$ cat src/pkg/pvcar_defs.vh
// Constants for the port VC arbitration register group
`ifndef PVCAR_DEFS_VH
`define PVCAR_DEFS_VH

// Printed register indices; the byte address is four times the index
`define PVCAR_IDX_PORT_VC_CONTROL 12'h20C
`define PVCAR_IDX_PORT_VC_STATUS 12'h20E
`define PVCAR_IDX_VC_RES0_CAP 12'h210
`define PVCAR_ADDR_PORT_VC_CONTROL 14'h0830
`define PVCAR_ADDR_PORT_VC_STATUS 14'h0838
`define PVCAR_ADDR_VC_RES0_CAP 14'h0840
`define PVCAR_ADDR_W 14

// Port VC control fields
`define PVCAR_CTL_TABLE_LOAD_BIT 0
`define PVCAR_CTL_SCHEME_LSB 1
`define PVCAR_CTL_SCHEME_MSB 3
`define PVCAR_CTL_SCHEME_RESET 3'h0

// Port VC status fields
`define PVCAR_STS_TABLE_STATUS_BIT 0

// VC resource 0 capability fields
`define PVCAR_CAP_ARB_LSB 0
`define PVCAR_CAP_ARB_MSB 7
`define PVCAR_CAP_ADV_SWITCH_BIT 14
`define PVCAR_CAP_REJECT_SNOOP_BIT 15
`define PVCAR_CAP_MAX_SLOTS_LSB 16
`define PVCAR_CAP_MAX_SLOTS_MSB 22
`define PVCAR_CAP_TBL_OFF_LSB 24
`define PVCAR_CAP_TBL_OFF_MSB 31

// Capability values per port role
`define PVCAR_ARB_CAP_UP 8'h03
`define PVCAR_ARB_CAP_DOWN 8'h01
`define PVCAR_TBL_OFF_UP 8'h02
`define PVCAR_TBL_OFF_DOWN 8'h00
`define PVCAR_MAX_SLOTS 7'h00

// Port arbitration capability bit meanings
`define PVCAR_ARB_FIXED_RR 0
`define PVCAR_ARB_WRR32 1
`define PVCAR_ARB_WRR64 2
`define PVCAR_ARB_WRR128 3
`define PVCAR_ARB_TBWRR128 4
`define PVCAR_ARB_WRR256 5

`endif

$ cat src/logic/pvcar_regs.v
// Port VC control, status and VC resource 0 capability registers on APB
//
// Overview of operation
// RULE1: Table load bit, control bit 0, always reads zero whatever was written.
// RULE2: Writing the table load bit changes nothing in the port.
// RULE3: Scheme select, control bits 3:1, read-write, resets zero, steers no arbitration.
// RULE4: Table status bit, status bit 0, always reads zero.
// RULE5: Port arbitration capability reads 0x3 upstream, 0x1 downstream.
// RULE6: Each capability bit names one arbitration scheme; several may be set.
// RULE7: Advanced switching capability, bit 14, reads zero.
// RULE8: Reject snoop capability, bit 15, reads zero.
// RULE9: Maximum time slots, bits 22:16, reads zero.
// RULE10: Table offset, bits 31:24, in 16-byte units, reads 0x2 upstream.
// RULE11: Table offset reads 0x0 on downstream ports.
// RULE12: Writes to read-only and reserved bits ignored; reserved bits read zero.
//
// Decided for this implementation: register access over APB.
`timescale 1ns/100ps
`default_nettype none
`include "pvcar_defs.vh"
module pvcar_regs (
   // Clock and reset
   input wire pclk,
   input wire presetn,
   // APB slave
   input wire psel,
   input wire penable,
   input wire pwrite,
   input wire [`PVCAR_ADDR_W-1:0] paddr,
   input wire [31:0] pwdata,
   input wire [3:0] pstrb,
   output reg [31:0] prdata,
   output reg pready,
   output reg pslverr,
   // Port role strap, high on the upstream port
   input wire port_is_upstream,
   // Configuration seen by the port
   output reg [2:0] vc_scheme_select,
   output reg [7:0] port_arb_capability,
   output reg [7:0] port_arb_table_offset
);
   wire upstream;
   wire setup;
   wire wr_commit;
   wire sel_ctl;
   wire sel_sts;
   wire sel_cap;
   wire mapped;
   reg [2:0] next_vc_scheme_select;
   reg [31:0] next_prdata;
   reg [31:0] cap_word;
   reg [7:0] next_arb_cap;
   reg [7:0] next_tbl_off;

   // Strap comes from a pin, so it is synchronised before use
   pvcar_sync u_strap_sync (
      .pclk(pclk),
      .presetn(presetn),
      .din(port_is_upstream),
      .dout(upstream)
   );

   assign setup = psel & ~penable;
   assign wr_commit = psel & penable & pready & pwrite;
   assign sel_ctl = (paddr == `PVCAR_ADDR_PORT_VC_CONTROL);
   assign sel_sts = (paddr == `PVCAR_ADDR_PORT_VC_STATUS);
   assign sel_cap = (paddr == `PVCAR_ADDR_VC_RES0_CAP);
   assign mapped = sel_ctl | sel_sts | sel_cap;

   // Role-dependent capability values
   always @* begin
      if (upstream) begin
         next_arb_cap = `PVCAR_ARB_CAP_UP; // [RULE5] [RULE6]
         next_tbl_off = `PVCAR_TBL_OFF_UP; // [RULE10]
      end else begin
         next_arb_cap = `PVCAR_ARB_CAP_DOWN; // [RULE5]
         next_tbl_off = `PVCAR_TBL_OFF_DOWN; // [RULE11]
      end
   end

   always @* begin
      cap_word = 32'h00000000; // [RULE12]
      cap_word[`PVCAR_CAP_ARB_MSB:`PVCAR_CAP_ARB_LSB] = next_arb_cap;
      cap_word[`PVCAR_CAP_ADV_SWITCH_BIT] = 1'b0; // [RULE7]
      cap_word[`PVCAR_CAP_REJECT_SNOOP_BIT] = 1'b0; // [RULE8]
      cap_word[`PVCAR_CAP_MAX_SLOTS_MSB:`PVCAR_CAP_MAX_SLOTS_LSB] = `PVCAR_MAX_SLOTS; // [RULE9]
      cap_word[`PVCAR_CAP_TBL_OFF_MSB:`PVCAR_CAP_TBL_OFF_LSB] = next_tbl_off; // [RULE10]
   end

   // Read mux, captured in the setup cycle
   always @* begin
      next_prdata = 32'h00000000;
      if (sel_ctl) begin
         next_prdata[`PVCAR_CTL_SCHEME_MSB:`PVCAR_CTL_SCHEME_LSB] = vc_scheme_select; // [RULE3]
         next_prdata[`PVCAR_CTL_TABLE_LOAD_BIT] = 1'b0; // [RULE1]
      end else if (sel_sts) begin
         next_prdata[`PVCAR_STS_TABLE_STATUS_BIT] = 1'b0; // [RULE4]
      end else if (sel_cap) begin
         next_prdata = cap_word;
      end
   end

   // Only the selector bits take a write; the load bit has no storage
   always @* begin
      next_vc_scheme_select = vc_scheme_select;
      if (wr_commit && sel_ctl && pstrb[0]) begin
         next_vc_scheme_select = pwdata[`PVCAR_CTL_SCHEME_MSB:`PVCAR_CTL_SCHEME_LSB]; // [RULE3] [RULE2] [RULE12]
      end
   end

   // Zero-wait slave: ready comes in the first access cycle
   always @(posedge pclk or negedge presetn) begin
      if (!presetn) begin
         pready <= 1'b0;
         pslverr <= 1'b0;
         prdata <= 32'h00000000;
      end else begin
         pready <= setup;
         if (setup) begin
            pslverr <= ~mapped;
            prdata <= pwrite ? 32'h00000000 : next_prdata;
         end else if (!psel) begin
            pslverr <= 1'b0;
            prdata <= 32'h00000000;
         end
      end
   end

   always @(posedge pclk or negedge presetn) begin
      if (!presetn) begin
         vc_scheme_select <= `PVCAR_CTL_SCHEME_RESET; // [RULE3]
         port_arb_capability <= 8'h00;
         port_arb_table_offset <= 8'h00;
      end else begin
         vc_scheme_select <= next_vc_scheme_select;
         port_arb_capability <= next_arb_cap;
         port_arb_table_offset <= next_tbl_off;
      end
   end
endmodule // pvcar_regs
`default_nettype wire

$ cat src/logic/pvcar_sync.v
// Two-stage synchroniser for a level from outside the clock domain
`timescale 1ns/100ps
`default_nettype none
module pvcar_sync (
   // Clock and reset
   input wire pclk,
   input wire presetn,
   // Level in and out
   input wire din,
   output reg dout
);
   reg stage1;

   always @(posedge pclk or negedge presetn) begin
      if (!presetn) begin
         stage1 <= 1'b0;
         dout <= 1'b0;
      end else begin
         stage1 <= din;
         dout <= stage1;
      end
   end
endmodule // pvcar_sync
`default_nettype wire

$ cat config.mk
export PLATFORM = sky130hd
export DESIGN_NAME = pvcar_regs
export DESIGN_NICKNAME = d
export VERILOG_FILES = /design/src/logic/pvcar_regs.v /design/src/logic/pvcar_sync.v
export VERILOG_INCLUDE_DIRS = /design/src /design/src/pkg
export SDC_FILE = /design/constraint.sdc
export NUM_CORES = 1
export LEC_CHECK = 0
export ABC_AREA = 0
export BUFFER_PORTS_ARGS = -buffer_cell sky130_fd_sc_hd__clkbuf_2
export CAP_MARGIN = 30
export CORE_AREA = 2 2 55 57
export DETAILED_ROUTE_END_ITERATION = 8
export DIE_AREA = 0 0 57 59
export PLACE_DENSITY = 0.82
export SLEW_MARGIN = 20
export SYNTH_ARGS = -nofsm -noshare
export SYNTH_HDL_FRONTEND = slang
export SYNTH_SLANG_ARGS = --single-unit
$ cat constraint.sdc
create_clock -name pclk -period 2.05 [get_ports pclk]
set_clock_uncertainty 0.2 [all_clocks]
set_input_delay 0.205 -clock pclk [delete_from_list [all_inputs] [get_ports pclk]]
set_output_delay 0.205 -clock pclk [all_outputs]
set_load 0.02 [all_outputs]
**Yosys cells after proc, flatten, opt, wreduce, memory -nomap -nowiden**

Cells that the tools add are included.

- Register bits: 43
- Bits of input ports: 56
- Output and inout bits: 53
- Word-level logic and storage cells: 34

- Eq/ne operators: 4
- Mux-type cells: 12
- Bitwise operators: 8
- Reductions and logical operators: 2

Operators by type and width:

| cell | count |
|---|---|
| $mux W32 | 3 |
| $eq A14 B12 Y1 const B | 3 |
| $mux W28 | 1 |
| $mux W26 | 1 |
| $mux W25 | 1 |
| $and A1 B1 Y1 | 4 |
| $mux W2 | 2 |
| $mux W4 | 1 |
| $mux W1 | 3 |
| $logic_and A1 B1 Y1 | 2 |
| $ne A2 B1 Y1 const B | 1 |
| $not A1 Y1 | 2 |
| $or A1 B1 Y1 | 2 |

**Logic depth before layout (Yosys ltp)**

- Word-level depth: 6
- Mapped depth: 5
- Depth with buffers taken out: 4

**By module**

From an unflattened synthesis, not the netlist that was laid out.

- Cell total of the unflattened synthesis: 90
- Area total of the unflattened synthesis: 917.1 um^2

Modules (own cells, without submodules):

| module | times used | cells each | area each (um^2) | sequential area each (um^2) |
|---|---|---|---|---|
| pvcar_regs | 1 | 88 | 867.1 | 300.3 |
| pvcar_sync | 1 | 2 | 50.0 | 50.0 |

**Worst setup path after synthesis**

OpenSTA, ideal clock, no wires.

- Kind: input to register
- From: in paddr[10]
- To: reg vc_scheme_select[0]
- Library setup time: 0.128 ns
- Arrival time: 1.200 ns
- Required time: 1.722 ns
- Slack: 0.522 ns
- Stages: 4
- Buffers on the path: 0
- Cells stage by stage: nor4b_4 > nand3_1 > nor3_2 > mux2_1

- Word-level cells in the longest chain between the ends: 3

RTL lines:

| element | RTL line | RTL |
|---|---|---|
| from (decl) | pvcar_regs.v:29 | `` input wire [`PVCAR_ADDR_W-1:0] paddr, `` |
| $eq A14 B12 Y1 (no source line) | -- |  |
| $logic_and A1 B1 Y1 (2 in a row) | pvcar_regs.v:106 | `if (wr_commit && sel_ctl && pstrb[0]) begin` |
| to (signal assigned) | pvcar_regs.v:131 | `` vc_scheme_select <= `PVCAR_CTL_SCHEME_RESET; `` |
| to (signal assigned) | pvcar_regs.v:135 | `vc_scheme_select <= next_vc_scheme_select;` |
| to (decl) | pvcar_regs.v:38 | `output reg [2:0] vc_scheme_select,` |

No other way between the ends.
A chain may end at the register's enable or synchronous reset.

**Worst setup path after layout**

- From: in penable
- To: reg vc_scheme_select[0]

- Word-level cells in the longest chain between the ends: 5

RTL lines:

| element | RTL line | RTL |
|---|---|---|
| from (decl) | pvcar_regs.v:27 | `input wire penable,` |
| $and A1 B1 Y1 (3 in a row) | pvcar_regs.v:64 | `assign wr_commit = psel & penable & pready & pwrite;` |
| $logic_and A1 B1 Y1 (2 in a row) | pvcar_regs.v:106 |  |

No other way between the ends.

==> impl_summary.txt <==
----------------------------------------------------
[Pwr]
  VDD IR max ... around 420 uV
  Total leakage power ... around 0.0006 uW
  Total power draw ... 616 uW
  Power density relative to cell area ... between 500 and 600 nW/um^2

[Timing]
  Final setup violation count ... 0
  Final hold violation count ... 0
  Final critical-path setup slack ... 0.158 ns
  Period utilisation layout ... 0.923
  Setup total negative slack ... 0 ns
  Max Slew Vio Count ... 0
  Highest attainable clock frequency ... ~530 MHz
  Fin crit period ... roughly 1.9 ns
  Unrepaired setup endpoints after global routing ... no

[Drt]
  Via Count ... approximately 650
  Iteration count of the initial detailed-routing pass ... 4
  Ratio of routed vias to standard cells ... just under 4
  Number of DRC markers after the initial detailed-route iteration ... 7
  Final ANT Viol Nets ... 0
  Total detailed-routing wirelength ... ~1.6 mm
  Number of remaining DRC errors ... 0
  Per-cell routed wire length ... approximately 10 um

[CTS]
  TritonCTS buffer count ... 3
  Sink Count ... 14
  Clock tree from TritonCTS ... done
  Number of H-tree branching levels ... 1
  Clock root buffer ... clkbuf_4
  Number of buffers on the longest clock path ... 2
  Latest clock arrival within the worst-skew pair ... around 0.28 ns
  Clock slew at reported path FFs ... 0.09 ns

[Synth]
  Parity-gate share of the synthesized area counting xor and xnor cells ... 0
  Share of synthesized area occupied by flip-flops and latches ... 0.383
  Mean instance size in the synthesized netlist ... between 9 and 10 um^2
  YS warnings ... 0
  Number of instances in the synthesized netlist ... 92
  Top FF cell, synth ... dfrtp_1
  Combinational family with the most area after synthesis ... buffers and inverters
  Main area contributors after synthesis ... dfrtp_1 (38%), buf_4 (34%), mux2_1 (3.7%)
  Netlist cell types ... 25
  Complex-gate fraction of the synthesized area ... 0.0616
  Yosys reg bits ... 14
  Synthesized-area fraction occupied by and/or/nand/nor cells ... 0.157
  Post-synthesis instance area ... just over 900 um^2
  Synth top cells by count ... buf_4 (41), dfrtp_1 (14), nand2_1 (4)
  Mux share of post-synthesis cell area ... 0.0369
  Synth async-reset ratio ... 1.00
  Area share of the largest cell type after synthesis ... 0.383
  Largest area contributor in the netlist ... dfrtp_1
  Arithmetic-cell share of the synthesized area counting full adders, half adders and majority gates ... 0
  Number of enable flip-flop cells after synthesis ... 0
  Most common cell in the netlist ... buf_4

[GRT]
  Maximum number of pins on one net before global-route repair ... 15
  Total global-route track usage ... 0.104
  Leftover overflow at the end of global routing ... 0
  First-pass GRT wire length ... roughly 2.7 mm
  Number of global-route vias before repair ... between 600 and 700
  Initial antenna violation count ... 0

[Floorplanning]
  Vertical die dimension ... 59 um
  Horizontal die dimension ... 57 um
  Core area ... around 2700 um^2
  Die Outline Area ... 3360 um^2
  I/O Pins ... 109
  Standard-cell rows ... 19
  Starting density of the core ... 0.337

[Finish]
  Post-route cell area ... approximately 1100 um^2
  Total number of nets in the final design ... 193
  Area of the multi-input gates ... roughly 390 um^2
  Share of post-route cells with drive strength above 1 ... 0.324
  Diode insertion count for antenna repair ... 0
  Sequential standard cell area ... between 300 and 400 um^2
  Number of fill cells ... about 270
  Area delta synth->final ... 17.5%

[Setup path]
  Type of element launching the critical path ... input pin
  Endpoint type of the worst setup path ... register
  Setup slack of the most critical reg-to-reg path ... 0.67 ns
  Req. time, crit path ... 2.02 ns
  Critical path arrival ... around 1.9 ns
  Maximum fanout encountered on the critical timing path ... 6
  Critical path type ... in2reg

[Job]
  Maxcap violations ... 0

[Place]
  Port Buf Inserts ... 36
  Placer congestion estimate ... 0.759
  Pre-CTS setup slack ... around 0.3 ns
  Detailed placement HPWL ... about 1.3 mm
  Area of placed instances ... about 970 um^2

[Outcome]
  Result of the run ... complete, no violations

[Worst hold path]
  Kind of path behind the tightest hold check ... in2reg

----------------------------------------------------
-- flip-flops by register name (all words and copies together), names as in the netlist --
name / cells
port_arb_capability: 1
u_strap_sync.dout: 1
vc_scheme_select: 3
pslverr: 1
u_strap_sync.stage1: 1
pready: 1
port_arb_table_offset: 1
prdata: 5
-- worst max-delay path, stage by stage --
cell           delay (ns)
dlygate4sd3_1        0.53
clkbuf_2             0.13
and2_1               0.25
nand4_1              0.16
nor3_2               0.23
mux2_1               0.35
-- path summary, 6_finish.rpt --
| path | from | to | cells past startpoint |
|---|---|---|---|
| hold reg to reg | u_strap_sync.stage1 | u_strap_sync.dout | 0 |
| setup / recovery | penable | vc_scheme_select[0] | 6 |
| setup reg to reg | pready | vc_scheme_select[0] | 3 |
| max in group asynchronous | presetn | port_arb_capability[0] | 2 |
| hold / removal | psel | pslverr | 3 |
| min in group asynchronous | presetn | pready | 2 |
-- what timing repair did --
item                      4_1_cts  5_1_grt
buffers inserted                0        0
hold buffers                    7        0
hold endpoints to repair       19        0
resized for setup               0        0
-- metrics by stage --
stage,util,hold slack (ns),cells
global placement,0.357,-0.0802,156
detailed placement,0.357,-0.0766,156
CTS,0.397,0.00781,167
floorplan,-,-0.291,131
finish,0.397,0.00816,167
global route,0.397,0.0199,167
-- cells in the final DEF (no fill, tap or decap), types with 2 or more instances in the layout --
cell type       n
dfrtp_1        14
nor2_1          2
a22o_1          2
clkbuf_4        3
nand4_1         2
mux2_1          3
dlygate4sd3_1   7
conb_1         41
o21ai_0         2
inv_1           3
o21ai_1         3
nand2_1         4
clkbuf_2       36
-- power breakdown --
| group | internal (uW) | total, uW | switching (uW) |
|---|---|---|---|
| registers | 282 | 285 | 2.45 |
| clock network | 108 | 197 | 88.8 |
| logic | 35.0 | 134 | 99.1 |
-- final cells by class --
| cell class | instances | share of cell area |
|---|---|---|
| flip-flops and latches | 14 | 0.326 |
| repair buffers | 43 | 0.233 |
| multi-input cells | 72 | 0.361 |
| clock buffers | 4 | 0.0338 |
| inverters | 3 | 0.0105 |
| well taps | 31 | 0.0361 |
-- cells by family (layout without fill, tap and decap cells) --
group	Yosys count	in the layout
buffers and inverters	45	50
DFF	14	14
and+or+nand+nor	19	19
muxes	3	3
other	2	41
AOI/OAI and AO/OA	9	9
-- per-layer routing --
metal | up-vias | track usage | part of all wire
met5 | - | 0 | 0
met4 | 0 | 0.0598 | 0.017
met3 | 4 | 0.0218 | 0.094
met2 | 44 | 0.184 | 0.52
met1 | 293 | 0.116 | 0.37
li1 | 311 | - | -
(Power assumes the default switching activity.)
